File: src/hdl/adc_pkg.sv
// Shared constants, field layouts and carrier types for the delta-sigma converter control block
package adc_pkg;
  // Register byte offsets on the Avalon slave
  localparam logic [4:0] OFF_CLOCK_SELECT = 5'h00;
  localparam logic [4:0] OFF_CONTROL_FIRST = 5'h04;
  localparam logic [4:0] OFF_CONTROL_SECOND = 5'h08;
  localparam logic [4:0] OFF_INT_ENABLE = 5'h0C;
  localparam logic [4:0] OFF_RESULT_LOW = 5'h10;
  localparam logic [4:0] OFF_RESULT_MIDDLE = 5'h14;
  localparam logic [4:0] OFF_RESULT_HIGH = 5'h18;
  // Field positions, clock_select_register
  localparam int POS_MASTER_DIV = 0;
  // Field positions, converter_control_first
  localparam int POS_OSR_SEL = 0;
  localparam int POS_POWER_OFF = 4;
  localparam int POS_SLEEP = 5;
  localparam int POS_FILTER_RESET = 6;
  localparam int POS_RESULT_LATCH = 7;
  // Field positions, converter_control_second
  localparam int POS_FILTER_SEL = 0;
  localparam int POS_CHOP_SINGLE = 3;
  localparam int POS_EOC = 4;
  localparam int POS_SETTLED = 5;
  // Field positions, interrupt enable register
  localparam int POS_ADC_INT_EN = 0;
  localparam int POS_GLOBAL_INT_EN = 1;
  // Reset values
  localparam logic [4:0] RST_MASTER_DIV = 5'h1F;
  localparam logic [2:0] RST_FILTER_SEL = 3'h0;
  localparam logic [2:0] RST_OSR_SEL = 3'h1;
  localparam logic RST_POWER_OFF = 1'b1;
  localparam logic RST_SLEEP = 1'b0;
  // Divider code that bypasses the master divider
  localparam logic [4:0] DIV_BYPASS = 5'h1F;
  // Filter divisor N per filter_clock_select code
  localparam logic [5:0] FILTER_N_CODE0 = 6'h1E;
  localparam logic [5:0] FILTER_N_CODE1 = 6'h18;
  localparam logic [5:0] FILTER_N_CODE2 = 6'h14;
  localparam logic [5:0] FILTER_N_CODE3 = 6'h10;
  localparam logic [5:0] FILTER_N_CODE4 = 6'h0C;
  localparam logic [5:0] FILTER_N_CODE5 = 6'h08;
  localparam logic [5:0] FILTER_N_CODE6 = 6'h04;
  localparam logic [5:0] FILTER_N_CODE7 = 6'h02;
  // Largest oversampling exponent, code 000b; code 001b gives 8192
  localparam logic [3:0] OSR_LOG2_MAX = 4'hE;
  // Completed words after a filter reset up to and including the first one that counts
  localparam logic [2:0] LATENCY_WORDS = 3'h4;
  // Output word bounds
  localparam logic [5:0] RESULT_MSB_POS = 6'h17;
  localparam logic signed [47:0] RESULT_MAX = 48'sh0000007FFFFF;
  localparam logic signed [47:0] RESULT_MIN = -48'sh000000800000;

  // Software controls as one carrier
  typedef struct packed {
    logic [4:0] master_clock_divider;
    logic [2:0] filter_clock_select;
    logic chop_single;
    logic [2:0] oversampling_select;
    logic converter_power_off;
    logic converter_sleep;
    logic filter_reset_bit;
    logic result_latch_bit;
    logic converter_interrupt_enable;
    logic global_interrupt_enable;
  } ctrl_s;

  // Divisor N for a filter_clock_select code
  function automatic logic [5:0] filter_n(input logic [2:0] sel);
    case (sel)
      3'h0: filter_n = FILTER_N_CODE0;
      3'h1: filter_n = FILTER_N_CODE1;
      3'h2: filter_n = FILTER_N_CODE2;
      3'h3: filter_n = FILTER_N_CODE3;
      3'h4: filter_n = FILTER_N_CODE4;
      3'h5: filter_n = FILTER_N_CODE5;
      3'h6: filter_n = FILTER_N_CODE6;
      default: filter_n = FILTER_N_CODE7;
    endcase
  endfunction

  // Oversampling exponent for an oversampling_select code
  function automatic logic [3:0] osr_log2(input logic [2:0] sel);
    osr_log2 = OSR_LOG2_MAX - {1'b0, sel};
  endfunction
endpackage

File: src/hdl/adc_clock_divider.sv
// Master clock and converter clock tick generation from the system clock
`timescale 1ns/100ps
`default_nettype none
module adc_clock_divider (
  input wire logic clk_in, // System clock
  input wire logic rst_b_in, // Synchronous reset, active low
  input wire logic run_in, // Converter enabled
  input wire logic [4:0] master_div_in, // master_clock_divider field
  input wire logic [2:0] filter_sel_in, // filter_clock_select field
  input wire logic chop_single_in, // Chop factor one instead of two
  output logic master_tick_out, // One pulse per master clock period
  output logic conv_tick_out // One pulse per converter clock period
);
  logic [5:0] master_cnt_reg; // Master divider count
  logic [6:0] conv_cnt_reg; // Converter divider count
  logic [5:0] master_last; // Terminal master count
  logic [6:0] conv_last; // Terminal converter count
  logic master_hit; // Master period complete

  // Twice (div + 1) cycles, so the last count is 2*div + 1
  assign master_last = {master_div_in, 1'b1};
  assign master_hit = (master_div_in == adc_pkg::DIV_BYPASS) || (master_cnt_reg >= master_last);
  // Converter period is N times the chop factor in master periods
  assign conv_last = chop_single_in ? 7'({1'b0, adc_pkg::filter_n(filter_sel_in)} - 7'h01)
                                    : 7'({adc_pkg::filter_n(filter_sel_in), 1'b0} - 7'h01);

  // Master divider; counter parked while disabled to save power
  always_ff @(posedge clk_in) begin
    if (!rst_b_in || !run_in) begin
      master_cnt_reg <= 6'h00;
      master_tick_out <= 1'b0;
    end else if (master_hit) begin
      master_cnt_reg <= 6'h00;
      master_tick_out <= 1'b1;
    end else begin
      master_cnt_reg <= master_cnt_reg + 6'h01;
      master_tick_out <= 1'b0;
    end
  end

  // Converter divider counts master ticks
  always_ff @(posedge clk_in) begin
    if (!rst_b_in || !run_in) begin
      conv_cnt_reg <= 7'h00;
      conv_tick_out <= 1'b0;
    end else if (master_tick_out && conv_cnt_reg >= conv_last) begin
      conv_cnt_reg <= 7'h00;
      conv_tick_out <= 1'b1;
    end else if (master_tick_out) begin
      conv_cnt_reg <= conv_cnt_reg + 7'h01;
      conv_tick_out <= 1'b0;
    end else begin
      conv_tick_out <= 1'b0;
    end
  end
endmodule
`default_nettype wire

File: src/hdl/adc_control.sv
// Top of the delta-sigma converter control block with its Avalon-MM register slave
//
// Operation
// - Master clock is system clock over 2(div+1); 0x1F bypasses
// - Filter select divides master clock; 000b gives 30x2
// - Oversampling select picks bits per word; 001b=8192
// - Word rate is master over N, chop, OSR
// - Modulator bit stream feeds sinc decimator to 24 bits
// - Results signed 24-bit, 8388607 down to -8388608
// - Converter runs only with power-off and sleep cleared
// - Filter-reset low-high-low pulse clears the sinc filter
// - Interrupt needs global and converter enables both set
// - End-of-conversion flag in second control register falls
// - Latch bit high keeps three result bytes coherent
// - First valid result follows fourth completion after reset
//
// Local design decisions: the Avalon-MM interface to the registers and the placing of the registers.
`timescale 1ns/100ps
`default_nettype none
module adc_control (
  input wire logic clk_in, // System clock, 200 MHz
  input wire logic rst_b_in, // Synchronous reset, active low
  input wire logic [4:0] avs_address_in, // Avalon byte address
  input wire logic avs_read_in, // Avalon read request
  input wire logic avs_write_in, // Avalon write request
  input wire logic [31:0] avs_writedata_in, // Avalon write data
  output logic [31:0] avs_readdata_out, // Avalon read data
  output logic avs_waitrequest_out, // Avalon wait request
  input wire logic mod_bit_in, // Modulator 1-bit output
  output logic mod_sample_out, // Converter clock pulse to the modulator
  output logic converter_enable_out, // Analog converter on
  output logic irq_out // Converter interrupt request pulse
);
  adc_pkg::ctrl_s ctrl_reg; // Software control fields
  logic wait_reg; // Waitrequest state
  logic [31:0] readdata_reg; // Read data holding
  logic [23:0] result_word_reg; // Latest valid word
  logic [23:0] result_view_reg; // Word seen by the bus
  logic eoc_reg; // End-of-conversion flag, low means done
  logic irq_reg; // Interrupt pulse
  logic mod_sample_reg; // Modulator sample pulse copy
  logic enable_reg; // Converter enable copy
  logic [2:0] settle_cnt_reg; // Completions since filter reset
  logic bus_req; // Any request present
  logic bus_accept; // Request completes at this edge
  logic write_accept; // Write takes effect
  logic run; // Converter enabled
  logic filter_hold; // Filter held in reset
  logic settled; // Latency passed
  logic new_word; // Valid word enters the result
  logic master_tick; // Master clock pulse
  logic conv_tick; // Converter clock pulse
  logic word_valid; // Raw word from filter
  logic [23:0] word; // Raw filter word

  // Bus handshake terms
  assign bus_req = avs_read_in || avs_write_in;
  assign bus_accept = bus_req && !wait_reg;
  assign write_accept = bus_accept && avs_write_in;

  // Power-off and sleep must both be clear
  assign run = !ctrl_reg.converter_power_off && !ctrl_reg.converter_sleep;
  // Filter stays cleared while the reset bit is high or the converter is off
  assign filter_hold = !run || ctrl_reg.filter_reset_bit;
  assign settled = (settle_cnt_reg >= adc_pkg::LATENCY_WORDS);
  // The word that completes the latency is already the first valid one
  assign new_word = word_valid && (settled || settle_cnt_reg == adc_pkg::LATENCY_WORDS - 3'h1);

  // Clock chain from system clock down to the converter clock
  adc_clock_divider u_divider (
    .clk_in(clk_in),
    .rst_b_in(rst_b_in),
    .run_in(run),
    .master_div_in(ctrl_reg.master_clock_divider),
    .filter_sel_in(ctrl_reg.filter_clock_select),
    .chop_single_in(ctrl_reg.chop_single),
    .master_tick_out(master_tick),
    .conv_tick_out(conv_tick)
  );

  // Decimation filter on the modulator stream
  sinc3_decimator u_sinc (
    .clk_in(clk_in),
    .rst_b_in(rst_b_in),
    .clear_in(filter_hold),
    .sample_in(conv_tick),
    .bit_in(mod_bit_in),
    .osr_log2_in(adc_pkg::osr_log2(ctrl_reg.oversampling_select)),
    .word_valid_out(word_valid),
    .word_out(word)
  );

  // Read multiplexer; unmapped addresses read zero
  function automatic logic [31:0] read_mux(input logic [4:0] addr);
    logic [31:0] data;
    data = 32'h00000000;
    case (addr)
      adc_pkg::OFF_CLOCK_SELECT: begin
        data[adc_pkg::POS_MASTER_DIV +: 5] = ctrl_reg.master_clock_divider;
      end
      adc_pkg::OFF_CONTROL_FIRST: begin
        data[adc_pkg::POS_OSR_SEL +: 3] = ctrl_reg.oversampling_select;
        data[adc_pkg::POS_POWER_OFF] = ctrl_reg.converter_power_off;
        data[adc_pkg::POS_SLEEP] = ctrl_reg.converter_sleep;
        data[adc_pkg::POS_FILTER_RESET] = ctrl_reg.filter_reset_bit;
        data[adc_pkg::POS_RESULT_LATCH] = ctrl_reg.result_latch_bit;
      end
      adc_pkg::OFF_CONTROL_SECOND: begin
        data[adc_pkg::POS_FILTER_SEL +: 3] = ctrl_reg.filter_clock_select;
        data[adc_pkg::POS_CHOP_SINGLE] = ctrl_reg.chop_single;
        data[adc_pkg::POS_EOC] = eoc_reg;
        data[adc_pkg::POS_SETTLED] = settled;
      end
      adc_pkg::OFF_INT_ENABLE: begin
        data[adc_pkg::POS_ADC_INT_EN] = ctrl_reg.converter_interrupt_enable;
        data[adc_pkg::POS_GLOBAL_INT_EN] = ctrl_reg.global_interrupt_enable;
      end
      // Bytes come from the frozen view so the three reads match
      adc_pkg::OFF_RESULT_LOW: begin
        data[7:0] = result_view_reg[7:0];
      end
      adc_pkg::OFF_RESULT_MIDDLE: begin
        data[7:0] = result_view_reg[15:8];
      end
      adc_pkg::OFF_RESULT_HIGH: begin
        data[7:0] = result_view_reg[23:16];
      end
      default: begin
        data = 32'h00000000;
      end
    endcase
    read_mux = data;
  endfunction

  // Waitrequest drops for one cycle after any request is seen
  always_ff @(posedge clk_in) begin
    if (!rst_b_in) begin
      wait_reg <= 1'b1;
    end else if (bus_req && wait_reg) begin
      wait_reg <= 1'b0;
    end else begin
      wait_reg <= 1'b1;
    end
  end

  // Read data captured one cycle before the accept edge and then held
  always_ff @(posedge clk_in) begin
    if (!rst_b_in) begin
      readdata_reg <= 32'h00000000;
    end else if (avs_read_in && wait_reg) begin
      readdata_reg <= read_mux(avs_address_in);
    end
  end

  // Control register writes; reserved bits are dropped
  always_ff @(posedge clk_in) begin
    if (!rst_b_in) begin
      ctrl_reg.master_clock_divider <= adc_pkg::RST_MASTER_DIV;
      ctrl_reg.filter_clock_select <= adc_pkg::RST_FILTER_SEL;
      ctrl_reg.chop_single <= 1'b0;
      ctrl_reg.oversampling_select <= adc_pkg::RST_OSR_SEL;
      ctrl_reg.converter_power_off <= adc_pkg::RST_POWER_OFF;
      ctrl_reg.converter_sleep <= adc_pkg::RST_SLEEP;
      ctrl_reg.filter_reset_bit <= 1'b0;
      ctrl_reg.result_latch_bit <= 1'b0;
      ctrl_reg.converter_interrupt_enable <= 1'b0;
      ctrl_reg.global_interrupt_enable <= 1'b0;
    end else if (write_accept) begin
      case (avs_address_in)
        adc_pkg::OFF_CLOCK_SELECT: begin
          ctrl_reg.master_clock_divider <= avs_writedata_in[adc_pkg::POS_MASTER_DIV +: 5];
        end
        adc_pkg::OFF_CONTROL_FIRST: begin
          ctrl_reg.oversampling_select <= avs_writedata_in[adc_pkg::POS_OSR_SEL +: 3];
          ctrl_reg.converter_power_off <= avs_writedata_in[adc_pkg::POS_POWER_OFF];
          ctrl_reg.converter_sleep <= avs_writedata_in[adc_pkg::POS_SLEEP];
          ctrl_reg.filter_reset_bit <= avs_writedata_in[adc_pkg::POS_FILTER_RESET];
          ctrl_reg.result_latch_bit <= avs_writedata_in[adc_pkg::POS_RESULT_LATCH];
        end
        adc_pkg::OFF_CONTROL_SECOND: begin
          ctrl_reg.filter_clock_select <= avs_writedata_in[adc_pkg::POS_FILTER_SEL +: 3];
          ctrl_reg.chop_single <= avs_writedata_in[adc_pkg::POS_CHOP_SINGLE];
        end
        adc_pkg::OFF_INT_ENABLE: begin
          ctrl_reg.converter_interrupt_enable <= avs_writedata_in[adc_pkg::POS_ADC_INT_EN];
          ctrl_reg.global_interrupt_enable <= avs_writedata_in[adc_pkg::POS_GLOBAL_INT_EN];
        end
        default: begin
          // Writes to result bytes and unmapped words are ignored
        end
      endcase
    end
  end

  // Latency counter restarts with every filter reset
  always_ff @(posedge clk_in) begin
    if (!rst_b_in || filter_hold) begin
      settle_cnt_reg <= 3'h0;
    end else if (word_valid && !settled) begin
      settle_cnt_reg <= settle_cnt_reg + 3'h1;
    end
  end

  // Latest valid word; the first three after reset are discarded
  always_ff @(posedge clk_in) begin
    if (!rst_b_in) begin
      result_word_reg <= 24'h000000;
    end else if (new_word) begin
      result_word_reg <= word;
    end
  end

  // Bus view follows the latest word only while the latch bit is low
  always_ff @(posedge clk_in) begin
    if (!rst_b_in) begin
      result_view_reg <= 24'h000000;
    end else if (!ctrl_reg.result_latch_bit) begin
      result_view_reg <= result_word_reg;
    end
  end

  // End-of-conversion flag; a completion beats a new period in the same cycle
  always_ff @(posedge clk_in) begin
    if (!rst_b_in || filter_hold) begin
      eoc_reg <= 1'b1;
    end else if (new_word) begin
      eoc_reg <= 1'b0;
    end else if (conv_tick) begin
      eoc_reg <= 1'b1;
    end
  end

  // Interrupt pulse as the flag falls, gated by both enables
  always_ff @(posedge clk_in) begin
    if (!rst_b_in) begin
      irq_reg <= 1'b0;
    end else begin
      irq_reg <= new_word && !filter_hold && ctrl_reg.converter_interrupt_enable
                 && ctrl_reg.global_interrupt_enable;
    end
  end

  // Registered copies to the analog side
  always_ff @(posedge clk_in) begin
    if (!rst_b_in) begin
      mod_sample_reg <= 1'b0;
      enable_reg <= 1'b0;
    end else begin
      mod_sample_reg <= conv_tick;
      enable_reg <= run;
    end
  end

  // Master tick is used only inside the divider chain
  assign avs_readdata_out = readdata_reg;
  assign avs_waitrequest_out = wait_reg;
  assign mod_sample_out = mod_sample_reg;
  assign converter_enable_out = enable_reg;
  assign irq_out = irq_reg;
endmodule
`default_nettype wire

File: src/hdl/sinc3_decimator.sv
// Third-order sinc decimator turning the 1-bit modulator stream into 24-bit words
`timescale 1ns/100ps
`default_nettype none
module sinc3_decimator (
  input wire logic clk_in, // System clock
  input wire logic rst_b_in, // Synchronous reset, active low
  input wire logic clear_in, // Filter state reset
  input wire logic sample_in, // Take one modulator bit
  input wire logic bit_in, // Modulator output bit
  input wire logic [3:0] osr_log2_in, // Oversampling exponent
  output logic word_valid_out, // One-cycle pulse with a new word
  output logic [23:0] word_out // Signed two's complement word
);
  logic signed [47:0] int1_reg, int2_reg, int3_reg; // Integrator chain
  logic signed [47:0] dly1_reg, dly2_reg, dly3_reg; // Comb delays
  logic signed [47:0] comb1, comb2, comb3, scaled, in_val; // Comb path
  logic [13:0] dec_cnt_reg; // Decimation count
  logic [13:0] dec_last; // Last bit of one output word
  logic [5:0] gain_log2; // Filter gain exponent, three times OSR exponent
  logic dec_hit; // Word boundary

  // Bit one is plus one, bit zero is minus one
  assign in_val = bit_in ? 48'sh000000000001 : -48'sh000000000001;
  assign dec_last = ~(14'h3FFF << osr_log2_in);
  assign dec_hit = sample_in && (dec_cnt_reg == dec_last);
  assign comb1 = int3_reg - dly1_reg;
  assign comb2 = comb1 - dly2_reg;
  assign comb3 = comb2 - dly3_reg;
  assign gain_log2 = 6'({osr_log2_in, 1'b0}) + {2'h0, osr_log2_in};

  // Normalise full scale to 2^23; from OSR exponent 8 upward the gain exceeds it
  always_comb begin
    scaled = comb3;
    if (gain_log2 >= adc_pkg::RESULT_MSB_POS) begin
      scaled = comb3 >>> (gain_log2 - adc_pkg::RESULT_MSB_POS);
    end else begin
      scaled = comb3 <<< (adc_pkg::RESULT_MSB_POS - gain_log2);
    end
  end

  // Integrators run at the modulator bit rate
  always_ff @(posedge clk_in) begin
    if (!rst_b_in || clear_in) begin
      int1_reg <= 48'sh000000000000;
      int2_reg <= 48'sh000000000000;
      int3_reg <= 48'sh000000000000;
      dec_cnt_reg <= 14'h0000;
    end else if (sample_in) begin
      int1_reg <= int1_reg + in_val;
      int2_reg <= int2_reg + int1_reg;
      int3_reg <= int3_reg + int2_reg;
      dec_cnt_reg <= dec_hit ? 14'h0000 : dec_cnt_reg + 14'h0001;
    end
  end

  // Combs run once per word; all-ones input would overflow, so saturate
  always_ff @(posedge clk_in) begin
    if (!rst_b_in || clear_in) begin
      dly1_reg <= 48'sh000000000000;
      dly2_reg <= 48'sh000000000000;
      dly3_reg <= 48'sh000000000000;
      word_out <= 24'h000000;
      word_valid_out <= 1'b0;
    end else if (dec_hit) begin
      dly1_reg <= int3_reg;
      dly2_reg <= comb1;
      dly3_reg <= comb2;
      word_valid_out <= 1'b1;
      if (scaled > adc_pkg::RESULT_MAX) begin
        word_out <= 24'h7FFFFF;
      end else if (scaled < adc_pkg::RESULT_MIN) begin
        word_out <= 24'h800000;
      end else begin
        word_out <= scaled[23:0];
      end
    end else begin
      word_valid_out <= 1'b0;
    end
  end
endmodule
`default_nettype wire

File: config.mk
export PLATFORM = sky130hd
export DESIGN_NAME = adc_control
export DESIGN_NICKNAME = d
export VERILOG_FILES = /design/src/hdl/adc_pkg.sv /design/src/hdl/adc_clock_divider.sv /design/src/hdl/adc_control.sv /design/src/hdl/sinc3_decimator.sv
export SDC_FILE = /design/constraint.sdc
export NUM_CORES = 2
export LEC_CHECK = 0
export BUFFER_PORTS_ARGS = -buffer_cell sky130_fd_sc_hd__buf_2
export CAP_MARGIN = 5
export CORE_AREA = 2 2 247 249
export DETAILED_ROUTE_END_ITERATION = 16
export DIE_AREA = 0 0 249 251
export PLACE_DENSITY = 0.81
export SYNTH_ARGS = -nofsm -noshare
export SYNTH_HDL_FRONTEND = slang
export SYNTH_HIERARCHICAL = 1
export SYNTH_SLANG_ARGS = --single-unit
File: constraint.sdc
create_clock -name clk_in -period 10.1 [get_ports clk_in]
set_input_delay 0.505 -clock clk_in [delete_from_list [all_inputs] [get_ports clk_in]]
set_output_delay 0.505 -clock clk_in [all_outputs]
set_load 0.005 [all_outputs]
==> reports/qor.txt <==
Via-to-Cell Ratio - 6.401
Num ports - 78
R2R Setup Slk - 320 ps
Busiest layer in global routing - met2
Initial antenna violation count - 2
DR vias - 38.24k
Port Buffers - 29
Yosys reg bits - 424
Worst hold path class - input pin to register
Adder-cell area share of the yosys netlist - 10.52%
Post-synthesis mux area share - 7.101%
Hold_buf cts - 0
Final hold violation count - 0
Max Cap Viol - 0
Initial Util - 64.27%
Die width - 249 um
Worst Max-Slew Pin Slew - 1126 ps
FMAX - 102.3 MHz
FF/Latch Area - 0.008499 sq mm
Share of cells above drive strength 1 - 7.666%
CTS tree - done
Critical path required time - 10580 ps
Final Critical Period - 9778 ps
GPL Wtd Cong - 1.082
Crit path launch - u_sinc/int3_reg[2]$_SDFFE_PP0P_
Commonest cells after routing, fill and taps aside - nand2_1 (663), a21oi_1 (540), nor2_1 (513), dfxtp_1 (419), ha_1 (305)
Sequential element share of the synthesized area - 22.09%
Syn. warnings - 6
Crit path to - u_sinc/word_out[14]$_SDFFE_PP0P_
Remaining antenna violation count - 0
Critical path startpoint category - register
R2r worst-path depth - 34
Dpl cell area - 0.03915 sq mm
Row count - 90
FF-to-FF End - u_sinc/word_out[14]$_SDFFE_PP0P_
Post-DP HPWL - 82440 um
Final Max Slew Viols - 0
Clk root buf - clkbuf_16
Met3 Resource Use GR - 4.307%
Clock Path Buffers - 3
Fin util - 69.24%
CTS H-Tree Depth - 2
Power density cells - 86.82 mW/mm^2
Status - complete, no violations
Chip height - 251 um
Complex-gate fraction of the synthesized area - 26.86%
Grt total ovfl - 0
Final instance area - 0.04140 sq mm
Routed WL - 113200 um
Setup Skew - 58.89 ps
Vias in the first global route - 35.11k
Commonest non-fill, non-tap cell in the layout - nand2_1
Num CTS Buffers - 49
Number of distinct library cells after synthesis - 103
Finished Layout Cells - 5975
Ys async rst share - 0%
Slowest cell on the critical path - a221oi_1
VDD IR-drop max - 0.1208 mV
Drt first pass iters - 8
Total negative setup slack - 0 ps
Dpl cells - 5860
CP arrival - 10260 ps
Die ar. - 0.06250 sq mm
Core area - 0.05979 sq mm
Cells after synthesis - 5241
Mapped Avg Cell Area - 7.332 sq um
Critical Path Fanout Max - 23
First-pass GRT wire length - 181600 um
Post-Synth XOR/XNOR Area - 6.326%
Drt drc - 0
P&R area growth vs syn - 7.736%
Crit end category - register
Met1 usage - 43.60%
DRT iter0 DRCs - 3461
CP peak stage delay - 910 ps
Worst r2r src - u_sinc/int3_reg[2]$_SDFFE_PP0P_
Post-synth top flop - dfxtp_1
Total power - 3594 uW
Slew Limit Headroom - 24.65%
Worst setup path category - register to register
Reg clk slew, reported paths - 60 ps
Synth Cell Area - 0.03843 sq mm
Area occupied by multi-input gates - 0.02831 sq mm
Largest family of logic cells by synthesized area - compound AO/OA/AOI/OAI gates
Fin nets - 5515
Largest net degree at the start of global routing - 97
CTS Sinks - 424
EDFF count, synth - 0
Wire length per cell - 18.94 um
Tcrit/Tclk final - 96.81%
Worst-Skew Late Latency - 610 ps
Post-Synth Simple-Gate Area - 21.26%
Fill cell count - 4999
Met2 usage - 58.78%
Finish-stage setup viols - 0
Total GRT Usage - 34.80%
LEAKAGE - 0.01681 uW
-- report_power, final --
part / switching [uW] / internal, uW / total [uW]
Clock: 729 / 1040 / 1770
Combinational: 103 / 48.7 / 152
Sequential: 1.33 / 1670 / 1670
Total: 834 / 2760 / 3590
-- final cells by class --
type | count | share of cell area (%)
flip-flops and latches | 424 | 20.53
diodes | 1 | 0.006044
well taps | 782 | 2.363
clock buffers | 72 | 3.460
repair buffers | 133 | 2.421
inverters | 262 | 2.375
clock inverters | 17 | 0.4654
multi-input cells | 4284 | 68.38
-- per-stage QoR --
| stage | setup WS, ps | hold slack, ps |
|---|---|---|
| final | 321.9 | 132.9 |
| after global routing | -271.4 | 116.9 |
| after CTS | 10.35 | 108.4 |
| after detailed placement | -129.6 | 443.0 |
| after global placement | 108.7 | 437.6 |
| after floorplan | 851.0 | 425.9 |
-- worst max-delay path, delay by kind of cell, from the launching register on --
family	cells	cell delay, ps
buffers and inverters	1	170
muxes	1	390
and+or+nand+nor	10	2370
xor gates and xnor gates	2	340
adders and majority gates	3	1170
AOI/OAI and AO/OA	17	4840
DFF	1	340
-- cells by family (layout without fill, tap and decap cells) --
kind of cell | after synthesis | after routing
and+or+nand+nor | 1803 | 1803
AOI/OAI and AO/OA | 1614 | 1614
buffers and inverters | 556 | 484
DFF | 424 | 424
adders and majority gates | 319 | 319
xor gates and xnor gates | 274 | 274
muxes | 250 | 250
other | 1 | 25
-- cell usage after synthesis (73+ instances only) --
cell / n / area share (%)
nand2_1: 667 / 6.5
a21oi_1: 555 / 7.2
nor2_1: 517 / 5.0
dfxtp_1: 424 / 22
ha_1: 312 / 10
o21ai_0: 286 / 3.7
inv_1: 259 / 2.5
mux2i_1: 213 / 5.5
clkbuf_1: 206 / 2.0
xnor2_1: 199 / 4.5
a21o_1: 134 / 2.6
nand3_1: 118 / 1.5
nor3_1: 107 / 1.4
a211oi_1: 79 / 1.5
xor2_1: 73 / 1.7
-- routing by layer --
metal	vias up	part of all wire [%]
li1	18680	-
met1	17740	41
met2	1440	47
met3	380	6.4
met4	0	5.6
met5	-	0
-- worst min path at each step --
| stage | startpoint | to | slack, ps | cells after the start |
|---|---|---|---|---|
| 3_5_place_dp | u_sinc/dly1_reg[46]$_SDFFE_PP0P_ | u_sinc/dly1_reg[46]$_SDFFE_PP0P_ | 440 | 2 |
| 4_1_cts | avs_writedata_in[4] | ctrl_reg[17]$_SDFFE_PN1P_ | 110 | 3 |
| 5_1_grt | avs_write_in | avs_waitrequest_out$_SDFF_PN1_ | 120 | 2 |
| 2_1_floorplan | u_divider/master_cnt_reg[0]$_SDFF_PP0_ | u_divider/master_cnt_reg[0]$_SDFF_PP0_ | 430 | 1 |
| 6_report | avs_writedata_in[4] | ctrl_reg[17]$_SDFFE_PN1P_ | 130 | 3 |
| 3_3_place_gp | u_sinc/dly1_reg[9]$_SDFFE_PP0P_ | u_sinc/dly1_reg[9]$_SDFFE_PP0P_ | 440 | 2 |
-- timing repair --
action | 4_1_cts | 5_1_grt
gates cloned | 0 | 3
pin swaps | 0 | 61
buffers inserted | 0 | 22
gates resized for setup | 2 | 95
setup endpoints to repair | 23 | 24
No activity file was read; power rests on OpenSTA's default activity.
